### config.mk
export PLATFORM = sky130hd
export DESIGN_NAME = scsmf_top
export DESIGN_NICKNAME = d
export VERILOG_FILES = /design/src/include/scsmf_pkg.sv /design/src/design/scsmf_top.sv
export VERILOG_INCLUDE_DIRS = /design/src /design/src/include
export SDC_FILE = /design/constraint.sdc
export NUM_CORES = 1
export LEC_CHECK = 0
export BUFFER_PORTS_ARGS = -buffer_cell sky130_fd_sc_hd__buf_2
export CAP_MARGIN = 5
export CORE_UTILIZATION = 49
export DETAILED_ROUTE_END_ITERATION = 8
export GPL_ROUTABILITY_DRIVEN = 0
export PLACE_DENSITY_LB_ADDON = 0.2
export SYNTH_ARGS = -nofsm -noshare
export SYNTH_HDL_FRONTEND = slang
export SYNTH_SLANG_ARGS = --single-unit
### constraint.sdc
create_clock -name aclk -period 2.7 [get_ports aclk]
set_input_delay 0.675 -clock aclk [delete_from_list [all_inputs] [get_ports aclk]]
set_output_delay 0.675 -clock aclk [all_outputs]
set_load 0.05 [all_outputs]
### src/include/scsmf_map.svh
// Register offsets, field positions, reset values and timing counts of the serial port block.
`ifndef SCSMF_MAP_SVH
`define SCSMF_MAP_SVH

`define SCSMF_OFF_DIR      8'h00
`define SCSMF_OFF_CTRL     8'h04
`define SCSMF_OFF_STAT     8'h08
`define SCSMF_OFF_DATA     8'h0C
`define SCSMF_OFF_PORT     8'h10

`define SCSMF_DIR_SEL      5
`define SCSMF_DIR_CLK      4
`define SCSMF_DIR_COUT     3
`define SCSMF_DIR_CIN      2
`define SCSMF_DIR_SERIAL   8'h3C

`define SCSMF_CTRL_IRQEN   7
`define SCSMF_CTRL_EN      6
`define SCSMF_CTRL_OD      5
`define SCSMF_CTRL_ROLE    4
`define SCSMF_CTRL_CLOCK_IDLE_LEVEL    3
`define SCSMF_CTRL_CLOCK_PHASE_SELECT    2
`define SCSMF_CTRL_RATE_HI 1
`define SCSMF_CTRL_RATE_LO 0

`define SCSMF_STAT_DONE    7
`define SCSMF_STAT_WRITE_COLLISION_FLAG    6
`define SCSMF_STAT_MODE_FAULT_FLAG    4

`define SCSMF_RST_DIR      8'h00
`define SCSMF_RST_CTRL     8'h04
`define SCSMF_RST_PORT     8'h00

`define SCSMF_ECLK_DIV     8'h04
`define SCSMF_BITS         4'h8

`endif

### src/include/scsmf_pkg.sv
// Types shared by the serial port control, status and mode-fault block.
package scsmf_pkg;

	typedef struct packed {
		logic [5:0] o;
		logic [5:0] oe;
	} scsmf_pins_s;

	typedef enum logic [1:0] {
		SCSMF_IDLE  = 2'b00,
		SCSMF_XFER  = 2'b01,
		SCSMF_SLV   = 2'b10
	} scsmf_state_e;

	typedef struct packed {
		logic        awvalid;
		logic [7:0]  awaddr;
		logic        wvalid;
		logic [31:0] wdata;
		logic [3:0]  wstrb;
		logic        bready;
		logic        arvalid;
		logic [7:0]  araddr;
		logic        rready;
	} scsmf_axi_req_s;

	typedef struct packed {
		logic        awready;
		logic        wready;
		logic        bvalid;
		logic [1:0]  bresp;
		logic        arready;
		logic        rvalid;
		logic [31:0] rdata;
		logic [1:0]  rresp;
	} scsmf_axi_rsp_s;

endpackage

### src/design/scsmf_top.sv
// Serial peripheral port: pin ownership, control, status flags, mode fault and a byte shifter.
// How it works
// - Serial enable hands port D bits 5..2 to the serial logic.
// - Enabled peripheral treats select pin as active-low select regardless of direction.
// - Controller with select direction 0 watches pin; low means mode fault.
// - Controller with select direction 1: pin is plain output, no fault detection.
// - Clock pin input as peripheral; driven as controller only when direction is 1.
// - Controller-out pin input as peripheral; drives as controller only with direction 1.
// - Controller-in pin input as controller; drives as peripheral only with direction 1.
// - Interrupt requested while done or fault set, enabled and processor mask clear.
// - Serial enable bit turns the whole interface off or on.
// - Open-drain select makes all six port D pins drive low only.
// - Role bit 0 gives peripheral role, 1 gives controller role.
// - Clock idle level bit sets idle low or idle high.
// - Clock phase bit selects between two transfer formats.
// - Controller clock is E clock divided by 2, 4, 16 or 32.
// - Done flag sets at transfer end; clears by status read then data access.
// - Collision flag sets on data write mid-transfer; same clearing sequence.
// - Status register read-only; bit 5 and bits 3..0 read zero.
// - Fault flag sets on select low; clears by status read then control write.
// - Fault clears four serial direction bits, role and enable, and sets flag.
// - Controller transfer starts on data write, runs until done flag sets.
// - Colliding data write is discarded; running transfer continues.
`timescale 1ns/1ps
`include "scsmf_map.svh"

module scsmf_top (
	// Clock and reset
	input  wire logic                  aclk,
	input  wire logic                  aresetn,
	// Register bus
	input  wire scsmf_pkg::scsmf_axi_req_s axi_req,
	output      scsmf_pkg::scsmf_axi_rsp_s axi_rsp,
	// Processor interrupt mask bit
	input  wire logic                  cpu_irq_mask,
	// Port D pins, bits 5..0
	input  wire logic [5:0]            port_i,
	output      scsmf_pkg::scsmf_pins_s port_pins,
	// Interrupt request
	output      logic                  irq_req
);
	import scsmf_pkg::*;

	typedef struct packed {
		scsmf_axi_rsp_s rsp;
		logic           aw_got;
		logic [7:0]     aw_addr;
		logic           w_got;
		logic [7:0]     w_data;
		logic [7:0]     dir;
		logic [7:0]     ctrl;
		logic [7:0]     port_out;
		logic           done;
		logic           write_collision_flag;
		logic           mode_fault_flag;
		logic           arm_done;
		logic           arm_write_collision_flag;
		logic           arm_mode_fault_flag;
		scsmf_state_e   st;
		logic [7:0]     shift;
		logic [7:0]     rx_buf;
		logic [3:0]     bits;
		logic           half;
		logic [7:0]     ediv;
		logic [4:0]     rdiv;
		logic           sck;
		logic           sck_in_q;
		logic           sel_in_q;
		logic           data_out;
		scsmf_pins_s    pins;
		logic           irq;
	} scsmf_state_s;

	scsmf_state_s s_q, s_d;

	// Half-period of the serial clock in E-clock ticks, from the rate code.
	function automatic logic [4:0] half_ticks(input logic [1:0] code);
		case (code)
			2'b00:   half_ticks = 5'h01;
			2'b01:   half_ticks = 5'h02;
			2'b10:   half_ticks = 5'h08;
			default: half_ticks = 5'h10;
		endcase
	endfunction

	function automatic logic [7:0] reg_read(input logic [7:0] a, input scsmf_state_s s);
		if (a == `SCSMF_OFF_DIR) begin
			reg_read = s.dir;
		end else if (a == `SCSMF_OFF_CTRL) begin
			reg_read = s.ctrl;
		end else if (a == `SCSMF_OFF_STAT) begin
			reg_read = {s.done, s.write_collision_flag, 1'b0, s.mode_fault_flag, 4'h0};
		end else if (a == `SCSMF_OFF_DATA) begin
			reg_read = s.rx_buf;
		end else if (a == `SCSMF_OFF_PORT) begin
			reg_read = {2'b00, s.port_out[5:0]};
		end else begin
			reg_read = 8'h00;
		end
	endfunction

	function automatic logic is_mapped(input logic [7:0] a);
		is_mapped = (a == `SCSMF_OFF_DIR) || (a == `SCSMF_OFF_CTRL) || (a == `SCSMF_OFF_STAT)
			|| (a == `SCSMF_OFF_DATA) || (a == `SCSMF_OFF_PORT);
	endfunction

	logic       en;
	logic       ctl;
	logic       sel_n;
	logic       fault;
	logic       wr_fire;
	logic       rd_fire;
	logic [7:0] rd_addr;
	logic       data_acc;
	logic       e_tick;
	logic       r_tick;
	logic       set_done;
	logic       sck_edge;
	logic       lead_edge;
	logic       sample_now;
	logic       busy;
	logic [5:0] drv;
	logic [5:0] ena;

	always_comb begin
		s_d = s_q;
		en  = s_q.ctrl[`SCSMF_CTRL_EN];
		ctl = s_q.ctrl[`SCSMF_CTRL_ROLE];
		sel_n = port_i[5];
		// Fault only when the select pin is an input of a controller.
		fault = en && ctl && !s_q.dir[`SCSMF_DIR_SEL] && !sel_n;
		set_done = 1'b0;
		e_tick = 1'b0;
		r_tick = 1'b0;
		sck_edge = 1'b0;
		lead_edge = 1'b0;
		sample_now = 1'b0;
		// In peripheral role busy spans the select-low period, so a data write then collides.
		busy = (s_q.st != SCSMF_IDLE);

		// Register bus: write address and data taken in either order.
		// Each ready is a one-cycle pulse, so a valid that is still held is never taken twice.
		s_d.rsp.awready = 1'b0;
		s_d.rsp.wready  = 1'b0;
		s_d.rsp.arready = 1'b0;
		if (!s_q.aw_got && axi_req.awvalid && !s_q.rsp.bvalid) begin
			s_d.rsp.awready = !s_q.rsp.awready;
			if (s_q.rsp.awready) begin
				s_d.aw_got = 1'b1;
				s_d.aw_addr = axi_req.awaddr;
			end
		end
		if (!s_q.w_got && axi_req.wvalid && !s_q.rsp.bvalid) begin
			s_d.rsp.wready = !s_q.rsp.wready;
			if (s_q.rsp.wready) begin
				s_d.w_got = axi_req.wstrb[0];
				s_d.w_data = axi_req.wdata[7:0];
				s_d.w_got = 1'b1;
			end
		end
		// The response waits until both halves of the write are in.
		wr_fire = s_q.aw_got && s_q.w_got && !s_q.rsp.bvalid;
		if (wr_fire) begin
			s_d.aw_got = 1'b0;
			s_d.w_got = 1'b0;
			s_d.rsp.bvalid = 1'b1;
			s_d.rsp.bresp = is_mapped(s_q.aw_addr) ? 2'b00 : 2'b10;
		end
		if (s_q.rsp.bvalid && axi_req.bready) begin
			s_d.rsp.bvalid = 1'b0;
		end
		// Read data come from the registers as they stand at the address handshake.
		rd_fire = s_q.rsp.arready && axi_req.arvalid;
		rd_addr = axi_req.araddr;
		if (axi_req.arvalid && !s_q.rsp.rvalid && !s_q.rsp.arready) begin
			s_d.rsp.arready = 1'b1;
		end
		if (rd_fire) begin
			s_d.rsp.rvalid = 1'b1;
			s_d.rsp.rdata = {24'h000000, reg_read(rd_addr, s_q)};
			s_d.rsp.rresp = is_mapped(rd_addr) ? 2'b00 : 2'b10;
		end else if (s_q.rsp.rvalid && axi_req.rready) begin
			s_d.rsp.rvalid = 1'b0;
		end

		// Any data access, read or write, completes the clearing sequence of the armed done and collision flags.
		data_acc = (rd_fire && rd_addr == `SCSMF_OFF_DATA) || (wr_fire && s_q.aw_addr == `SCSMF_OFF_DATA);
		if (data_acc) begin
			if (s_q.arm_done) begin
				s_d.done = 1'b0;
			end
			if (s_q.arm_write_collision_flag) begin
				s_d.write_collision_flag = 1'b0;
			end
			s_d.arm_done = 1'b0;
			s_d.arm_write_collision_flag = 1'b0;
		end
		// A status read arms only the flags that it saw set; one that rises later stays up.
		if (rd_fire && rd_addr == `SCSMF_OFF_STAT) begin
			s_d.arm_done = s_q.done;
			s_d.arm_write_collision_flag = s_q.write_collision_flag;
			s_d.arm_mode_fault_flag = s_q.mode_fault_flag;
		end

		if (wr_fire && s_q.aw_addr == `SCSMF_OFF_DIR) begin
			s_d.dir = s_q.w_data;
		end
		if (wr_fire && s_q.aw_addr == `SCSMF_OFF_PORT) begin
			s_d.port_out = s_q.w_data;
		end
		if (wr_fire && s_q.aw_addr == `SCSMF_OFF_CTRL) begin
			s_d.ctrl = s_q.w_data;
			if (s_q.arm_mode_fault_flag) begin
				s_d.mode_fault_flag = 1'b0;
				s_d.arm_mode_fault_flag = 1'b0;
			end
		end

		// Serial clock: E clock ticks divided per the rate code.
		// The divider runs free, so the first edge of a transfer may come up to a half period late.
		if (s_q.ediv == `SCSMF_ECLK_DIV - 8'h01) begin
			s_d.ediv = 8'h00;
			e_tick = 1'b1;
		end else begin
			s_d.ediv = s_q.ediv + 8'h01;
		end
		// Greater-or-equal ends a half period at once when a lower rate code is written mid-count.
		if (e_tick) begin
			if (s_q.rdiv >= half_ticks(s_q.ctrl[1:0]) - 5'h01) begin
				s_d.rdiv = 5'h00;
				r_tick = 1'b1;
			end else begin
				s_d.rdiv = s_q.rdiv + 5'h01;
			end
		end

		// Previous pin levels, for edge detection in the peripheral role.
		s_d.sck_in_q = port_i[4];
		s_d.sel_in_q = sel_n;

		// Data write: load shifter when idle, otherwise flag a collision and discard.
		if (wr_fire && s_q.aw_addr == `SCSMF_OFF_DATA && en) begin
			if (busy) begin
				s_d.write_collision_flag = 1'b1;
			end else begin
				s_d.shift = s_q.w_data;
				if (ctl) begin
					s_d.st = SCSMF_XFER;
					s_d.bits = 4'h0;
					s_d.half = 1'b0;
				end
			end
		end

		case (s_q.st)
			SCSMF_IDLE: begin
				s_d.sck = s_q.ctrl[`SCSMF_CTRL_CLOCK_IDLE_LEVEL];
				// Phase 0 needs the first bit out before the first edge, so take it from a byte loaded now.
				s_d.data_out = s_d.shift[7];
				if (en && !ctl && !sel_n && (!s_q.sel_in_q || !s_q.ctrl[`SCSMF_CTRL_CLOCK_PHASE_SELECT])) begin
					s_d.st = SCSMF_SLV;
					s_d.bits = 4'h0;
				end
			end
			SCSMF_XFER: begin
				if (r_tick) begin
					s_d.half = !s_q.half;
					// Phase 0 samples on the first edge, phase 1 shifts on it.
					sample_now = (s_q.half == s_q.ctrl[`SCSMF_CTRL_CLOCK_PHASE_SELECT]);
					s_d.sck = s_q.ctrl[`SCSMF_CTRL_CLOCK_IDLE_LEVEL] ^ !s_q.half;
					if (sample_now) begin
						s_d.shift = {s_q.shift[6:0], port_i[2]};
						s_d.bits = s_q.bits + 4'h1;
					end else if (s_q.bits != 4'h0 || s_q.ctrl[`SCSMF_CTRL_CLOCK_PHASE_SELECT]) begin
						s_d.data_out = s_q.shift[7];
					end
					// Phase 0 ends on its eighth trailing edge; phase 1 idles the clock for half a period
					// after its eighth sample, so neither format gives a ninth edge or sample.
					if (!sample_now && s_q.bits == `SCSMF_BITS) begin
						s_d.sck = s_q.ctrl[`SCSMF_CTRL_CLOCK_IDLE_LEVEL];
						set_done = 1'b1;
					end
				end
			end
			default: begin
				sck_edge = (port_i[4] != s_q.sck_in_q);
				lead_edge = sck_edge && (port_i[4] != s_q.ctrl[`SCSMF_CTRL_CLOCK_IDLE_LEVEL]);
				sample_now = sck_edge && (lead_edge != s_q.ctrl[`SCSMF_CTRL_CLOCK_PHASE_SELECT]);
				// Select high aborts a byte, and the bit count starts afresh for the next one.
				if (sel_n || !en || ctl) begin
					s_d.st = SCSMF_IDLE;
				end else if (sample_now) begin
					s_d.shift = {s_q.shift[6:0], port_i[3]};
					s_d.bits = s_q.bits + 4'h1;
					if (s_q.bits == `SCSMF_BITS - 4'h1) begin
						set_done = 1'b1;
						// Phase 0 stays busy until select rises.
						if (s_q.ctrl[`SCSMF_CTRL_CLOCK_PHASE_SELECT]) begin
							s_d.st = SCSMF_IDLE;
						end
					end
				end else if (sck_edge) begin
					s_d.data_out = s_q.shift[7];
				end
			end
		endcase
		if (set_done) begin
			s_d.done = 1'b1;
			s_d.rx_buf = s_d.shift;
			if (s_q.st == SCSMF_XFER) begin
				s_d.st = SCSMF_IDLE;
			end
		end

		// Mode fault wins over any register write in the same cycle.
		// Direction bits and enable drop at one edge so that no serial driver is left on.
		if (fault) begin
			s_d.dir = s_d.dir & ~`SCSMF_DIR_SERIAL;
			s_d.ctrl[`SCSMF_CTRL_ROLE] = 1'b0;
			s_d.ctrl[`SCSMF_CTRL_EN] = 1'b0;
			s_d.mode_fault_flag = 1'b1;
			s_d.st = SCSMF_IDLE;
		end
		if (!s_d.ctrl[`SCSMF_CTRL_EN]) begin
			s_d.st = SCSMF_IDLE;
		end

		// Pins: general purpose unless the serial logic owns them.
		drv = s_d.port_out[5:0];
		ena = s_d.dir[5:0];
		if (s_d.ctrl[`SCSMF_CTRL_EN]) begin
			if (s_d.ctrl[`SCSMF_CTRL_ROLE]) begin
				drv[4] = s_d.sck;
				drv[3] = s_d.data_out;
				ena[2] = 1'b0;
				ena[5] = s_d.dir[`SCSMF_DIR_SEL];
			end else begin
				drv[2] = s_d.data_out;
				ena[2] = s_d.dir[`SCSMF_DIR_CIN] && !sel_n;
				ena[3] = 1'b0;
				ena[4] = 1'b0;
				ena[5] = 1'b0;
			end
		end
		// Open drain: drive only lows.
		// A one is left to the external pull-up, so that pin is simply not driven.
		if (s_d.ctrl[`SCSMF_CTRL_OD]) begin
			ena = ena & ~drv;
			drv = 6'h00;
		end
		s_d.pins.o = drv;
		s_d.pins.oe = ena;

		// A level request: it stands while the done or fault flag is up and falls when that flag is cleared or masked.
		s_d.irq = s_d.ctrl[`SCSMF_CTRL_IRQEN] && (s_d.done || s_d.mode_fault_flag) && !cpu_irq_mask;
	end

	always_ff @(posedge aclk) begin
		if (!aresetn) begin
			// Only the direction, control and port registers and the transfer state take reset values of their own.
			s_q <= '0;
			s_q.dir <= `SCSMF_RST_DIR;
			s_q.ctrl <= `SCSMF_RST_CTRL;
			s_q.port_out <= `SCSMF_RST_PORT;
			s_q.st <= SCSMF_IDLE;
		end else begin
			s_q <= s_d;
		end
	end

	assign axi_rsp = s_q.rsp;
	assign port_pins = s_q.pins;
	assign irq_req = s_q.irq;

endmodule // scsmf_top

# --- Word level (Yosys, flattened, before mapping) ---
# Index checks and enable logic that the tools add are counted.
word_totals:
  output_inout_bits: 54
  reg_bits: 116
  elab_cells: 225
classes:
  reduce_logical: 77
  n_eq_ne: 18
  addsub: 4
  muxes: 84
  bitwise_logic: 5
  magnitude_cmp: 1
op_table:
  columns: ["cell", "n"]
  rows:
  - ["8-bit 2-to-1 mux", 9]
  - ["1-bit 2-to-1 mux", 35]
  - ["8-bit by 4-bit equality test with 1-bit output (second input constant)", 4]
  - ["1-bit logical AND", 30]
  - ["10-bit 2-to-1 mux", 3]
  - ["5-bit 2-to-1 mux", 6]
  - ["2-bit 2-to-1 mux", 13]
  - ["6-bit 2-to-1 mux", 4]
  - ["4-bit 2-to-1 mux", 5]
  - ["8-bit by 3-bit equality test with 1-bit output (second input constant)", 2]
  - ["8-bit by 5-bit equality test with 1-bit output (second input constant)", 2]
  - ["1-bit logical NOT", 16]
  - ["8-bit logical NOT", 2]
  - ["8-bit case mux with 2 select lines", 1]
  - ["5-bit case mux with 3 select lines", 1]
  - ["1-bit logical OR", 14]
  - ["8-bit by 1-bit adder with 8-bit output (second input constant)", 1]
  - ["8-bit by 2-bit equality test with 1-bit output (second input constant)", 1]
  - ["4-bit case mux with 2 select lines", 1]
  - ["2-bit AND reduction", 4]
  - ["2-bit OR reduction", 4]
  - ["6-bit AND", 1]
  - ["3-bit 2-to-1 mux", 2]
  - ["6-bit inverter", 1]
  - ["other kinds (18)", 27]

# --- Longest topological paths before layout ---
logic_depth:
  word_depth: 14
  mapped_depth: 12

# --- Worst setup path after synthesis ---
# No wires, ideal clock.
synth_timing:
  path_kind: "in2reg"
  startpoint: "in axi_req[1] (netlist name)"
  endpoint: "reg s_q, in the netlist axi_rsp[4]"
  setup_time_ps: 132
  n_path_buf: 3
  setup_slack_ps: -158
  stages: 9
  arrival_ps: 2726
  required_time_ps: 2568
  cell_sequence: "or4_1 or2_2 clkbuf_1 or3_1 clkbuf_1 or2_2 clkbuf_1 o211ai_1 a21oi_1"
synth_between:
  elab_chain_cells: 6
  word_cells_on_any_way: 10
synth_rtl:
  columns: ["element", "line_no", "text"]
  rows:
  - ["from (decl)", "scsmf_top.sv:32", "input wire scsmf_pkg::scsmf_axi_req_s axi_req,"]
  - ["8-bit by 5-bit equality test with 1-bit output (no line)", null, null]
  - ["6-bit 2-to-1 mux", "scsmf_top.sv:95", "end else if (a == `SCSMF_OFF_PORT) begin"]
  - ["8-bit 2-to-1 mux", "scsmf_top.sv:93", "end else if (a == `SCSMF_OFF_DATA) begin"]
  - ["8-bit 2-to-1 mux", "scsmf_top.sv:91", "end else if (a == `SCSMF_OFF_STAT) begin"]
  - ["8-bit 2-to-1 mux", "scsmf_top.sv:89", "end else if (a == `SCSMF_OFF_CTRL) begin"]
  - ["8-bit 2-to-1 mux (*)", "scsmf_top.sv:87", "if (a == `SCSMF_OFF_DIR) begin"]
  - ["to (decl)", "scsmf_top.sv:74", "scsmf_state_s s_q, s_d;"]
# Every way passes the cells marked *; elsewhere a longest branch is shown, timed or not.
# A chain may end at the register's enable or synchronous reset.

# --- Worst setup path in the final report ---
layout_timing:
  startpoint: "reg s_q[68] (netlist name)"
  endpoint: "reg s_q, in the netlist port_pins[2]"
layout_between:
  elab_chain_cells: 14
  word_cells_on_any_way: 16
layout_rtl:
  columns: ["element", "line_no", "text"]
  rows:
  - ["2-bit equality test (tied with other cells)", "scsmf_top.sv:78", "case (code)"]
  - ["5-bit case mux with 3 select lines (*)", "scsmf_top.sv:78", null]
  - ["5-bit 2-to-1 mux (*)", "scsmf_top.sv:228", "if (e_tick) begin"]
  - ["5-bit by 1-bit subtractor with 5-bit output (*)", "scsmf_top.sv:229", "if (s_q.rdiv >= half_ticks(s_q.ctrl[1:0]) - 5'h01) begin"]
  - ["5-bit >= comparator (*)", "scsmf_top.sv:229", null]
  - ["1-bit 2-to-1 mux (*)", "scsmf_top.sv:229", null]
  - ["1-bit 2-to-1 mux (*)", "scsmf_top.sv:228", null]
  - ["1-bit 2-to-1 mux (*)", "scsmf_top.sv:266", "if (r_tick) begin"]
  - ["1-bit case mux with 2 select lines (*)", "scsmf_top.sv:255", "case (s_q.st)"]
  - ["1-bit 2-to-1 mux (*)", "scsmf_top.sv:332", "if (s_d.ctrl[`SCSMF_CTRL_ROLE]) begin"]
  - ["3-bit 2-to-1 mux (*)", "scsmf_top.sv:331", "if (s_d.ctrl[`SCSMF_CTRL_EN]) begin"]
  - ["6-bit inverter (*)", "scsmf_top.sv:348", "ena = ena & ~drv;"]
  - ["6-bit AND (*)", "scsmf_top.sv:348", null]
  - ["6-bit 2-to-1 mux (*)", "scsmf_top.sv:347", "if (s_d.ctrl[`SCSMF_CTRL_OD]) begin"]
# Every way passes the cells marked *; elsewhere a longest branch is shown, timed or not. The select of a mux whose other input is x is not followed.

==> metrics.md <==
| Metric | Value |
|---|---|
| Status | complete, no violations |
| Routed vias/inst | 5.436 |
| Iter 0 DRT Violations | 251 |
| Relative slew slack | 51.23% |
| Post-DP HPWL | 9323 um |
| Final setup viols | 0 |
| Mapped cell area | 5558 um^2 |
| DRT Pass-1 Iters | 5 |
| Cells after DPL | 798 |
| RR Startpoint | s_q[68]$_SDFFE_PN0P_ |
| Crit start category | register |
| Clk slew on worst S/H paths | 50 ps |
| Count of cell types in the netlist | 58 |
| Fin cells | 830 |
| Grt ovf | 0 |
| VDD IR-drop max | 0.4071 mV |
| Main synth FF type | dfxtp_1 |
| Core region area | 10940 um^2 |
| Clk_skew | 10.59 ps |
| Initial core utilization | 50.82% |
| Setup_tns | 0 ps |
| HP Class | reg -> reg |
| Syn. warnings | 0 |
| FF-to-FF setup slack | 60 ps |
| PortBufs | 63 |
| Hold depth | 1 |
| Crit path arrival time | 2940 ps |
| Multi-input logic area | 2851 um^2 |
| Clock sinks | 114 |
| Post-layout min period | 2641 ps |
| Largest net degree at the start of global routing | 41 |
| Clock tree buffer depth | 2 |
| H-tree Lvls | 4 |
| Worst setup path class | reg -> reg |
| Flip-flop and latch area | 2282 um^2 |
| Post-synthesis sequential area ratio | 41.06% |
| Area after DPL | 5859 um^2 |
| Die area | 11770 um^2 |
| Post-placement worst setup slack | 24.49 ps |
| DR WL/cell | 15.35 um |
| Buf/Inv on CP | 0 |
| DR DRC count | 0 |
| CTS Buf Count | 17 |
| Total global-route track usage | 22.84% |
| Hold Vio Cnt, Final | 0 |
| Via count | 4512 |
| Antenna viol nets, final | 0 |
| Hold Slack | 442.3 ps |
| Worst Max-Slew Pin Slew | 730.5 ps |
| Asr flop ratio synth | 0% |
| Row cnt | 38 |
| Antenna violations before repair | 0 |
| Worst Hold Path EP | axi_rsp[40]$_SDFF_PN0_ |
| CTS tree | built |
| Final Routed Wirelength | 12740 um |
| Ant. Diodes | 0 |
| Fmax | 378.7 MHz |
| Clk root buf | clkbuf_16 |
| Clock latency on the worst-skew pair | 410 ps |
| R2r endpoint | port_pins[2]$_SDFF_PN0_ |
| Crit-path max FO | 5 |
| Cts hold-fix bufs | 0 |
| Worst path cell trace | or2_2 > ha_1 > ha_1 > o21ai_2 > o21ai_2 > nand3_1 > mux2_2 > and3_1 > o311a_1 |
| Vias in the first global route | 4291 |
| Fillers | 972 |
| Fin nets | 754 |
| RSZ-0062 raised after global routing | yes |
| Post-synth EDFFs | 0 |
| Synthesized instance count | 630 |
| Tot Pwr | 4.066 mW |
| Seq cells post-synth | 114 |
| Area added between synthesis and finish | 16.03% |
| Final instance area | 6449 um^2 |
| Die Ht | 108.5 um |
| Min-delay src | axi_rsp[40]$_SDFF_PN0_ |
| IO Pins | 120 |
| Setup crit end kind | register |
| Die width | 108.5 um |
| CP top delay family | simple AND/OR/NAND/NOR gates |
| Post-layout util | 58.97% |
| Slowest cell on crit path | o311a_1 |
| Post-route setup slack | 59.12 ps |
| Largest stage delay on the critical path | 360 ps |
| FF-to-FF path depth | 9 |
| Final Max Tran Viols | 0 |
| Pwr dens | 630.6 nW/um^2 |
| Average cell area after synthesis | 8.822 um^2 |
| P_leak | 2.580 nW |
| Worst Path Required | 2990 ps |
| Layout cells sized above 1 | 22.32% |
| Period utilization | 97.81% |
| First-pass GRT wire length | 20490 um |
| Max_cap viols | 0 |
==> cell usage in the layout, fill, tap and decap left out, types with 10 or more instances in the layout <==
master and instances:
ha_1 10, dfxtp_1 114, nor2_1 82, clkbuf_16 17, nand2_1 46, buf_2 63
buf_4 24, nand2b_1 10, nand3_1 20, mux2i_1 43, mux2_2 10, a21oi_1 29
inv_1 12, conb_1 27, o21ai_0 21, nor2b_1 11
==> logic make-up (layout without fill, tap and decap cells) <==
logic type | after synthesis | count (layout) | share of synthesized area [%]
multiplexers | 59 | 59 | 11.30
AND/OR/NAND/NOR | 233 | 233 | 21.39
AO/OA/AOI/OAI | 100 | 100 | 11.41
XOR/XNOR | 14 | 14 | 2.206
adder cells (fa/ha/maj) | 10 | 10 | 2.251
buffers and inverters | 98 | 133 | 10.24
flip-flops | 114 | 114 | 41.06
other | 2 | 27 | 0.1351
==> timing repair <==
item,4_1_cts,5_1_grt
setup buffers,0,1
gates resized for setup,0,9
setup endpoints to repair,0,20
==> metal layers <==
| metal | track usage, % | up-vias | part of all wire (%) |
|---|---|---|---|
| li1 | - | 2218 | - |
| met3 | 5.967 | 24 | 4.5 |
| met4 | 9.266 | 0 | 2.1 |
| met2 | 37.30 | 130 | 47 |
| met1 | 28.53 | 2140 | 46 |
| met5 | 0 | - | 0 |
==> state kept, by name, indices dropped and copies added, names as in the netlist <==
signal,count
s_q,84
axi_rsp,15
port_pins,12
ctl,1
en,1
irq_req,1
==> power breakdown <==
group | total (mW) | leakage (nW) | switching, mW | internal (mW)
logic | 0.257 | 1.39 | 0.186 | 0.0711
clock network | 2.08 | 0.267 | 0.759 | 1.32
registers | 1.73 | 0.921 | 0.0241 | 1.71
total | 4.07 | 2.58 | 0.968 | 3.10
==> cell type report <==
class,count,share of cell area (%)
Clock buffer,21,7.295
Clock inverter,10,1.319
Inverter,13,0.7567
Multi-Input combinational cell,443,44.22
Sequential cell,114,35.39
Tap cell,140,2.716
Timing Repair Buffer,89,8.304
==> cells in the mapped netlist (3+ instances only) <==
cell      count  area (um^2)
o211ai_1      8        60.06
nand4_1       4        25.02
and2_1        6        37.54
buf_4        53        397.9
xnor2_1       6        52.55
and3_1        4        25.02
o21ai_0      22        110.1
nor4b_1       4        35.03
nor4_1        3        18.77
a32oi_1       5        43.79
a31oi_1       3        18.77
or3_1         5        31.28
o211a_1       3        30.03
nor3_1        7        35.03
nor3b_1       9        67.56
a211oi_1      4        30.03
nor2b_1      11        68.82
clkbuf_1     29        108.9
nand4b_1      3        26.28
inv_1        12        45.04
or2_2         4        25.02
xor2_1        8        70.07
mux2i_1      47        470.5
a22oi_1       6        45.04
nand2_1      46        172.7
mux2_2       10        112.6
dfxtp_1     114         2282
nand2b_1     10        62.56
nor2_1       82        307.8
a21oi_1      29        145.1
o21a_1        3        22.52
o22ai_1       6        37.54
ha_1         10        125.1
a21o_1        3        22.52
nand3_1      20        100.1
==> worst max-delay path by stage <==
stage / from / end / slack, ps / cells past startpoint
after CTS: s_q[68]$_SDFFE_PN0P_ / port_pins[2]$_SDFF_PN0_ / 6 / 9
after floorplan: axi_req[1] / axi_rsp[4]$_SDFFE_PN0P_ / -30 / 9
after global routing: s_q[68]$_SDFFE_PN0P_ / port_pins[2]$_SDFF_PN0_ / -20 / 9
final: s_q[68]$_SDFFE_PN0P_ / port_pins[2]$_SDFF_PN0_ / 60 / 9
after global placement: s_q[68]$_SDFFE_PN0P_ / port_pins[2]$_SDFF_PN0_ / 40 / 9
after detailed placement: s_q[68]$_SDFFE_PN0P_ / port_pins[2]$_SDFF_PN0_ / 20 / 9
==> worst reg2reg max path, stage by stage (launching register included) <==
cell and delay, ps:
dfxtp_1 340, or2_2 300, ha_1 290, ha_1 290, o21ai_2 160, o21ai_2 100, nand3_1 120, mux2_2 350
and3_1 220, o311a_1 360
(Power assumes the default switching activity.)
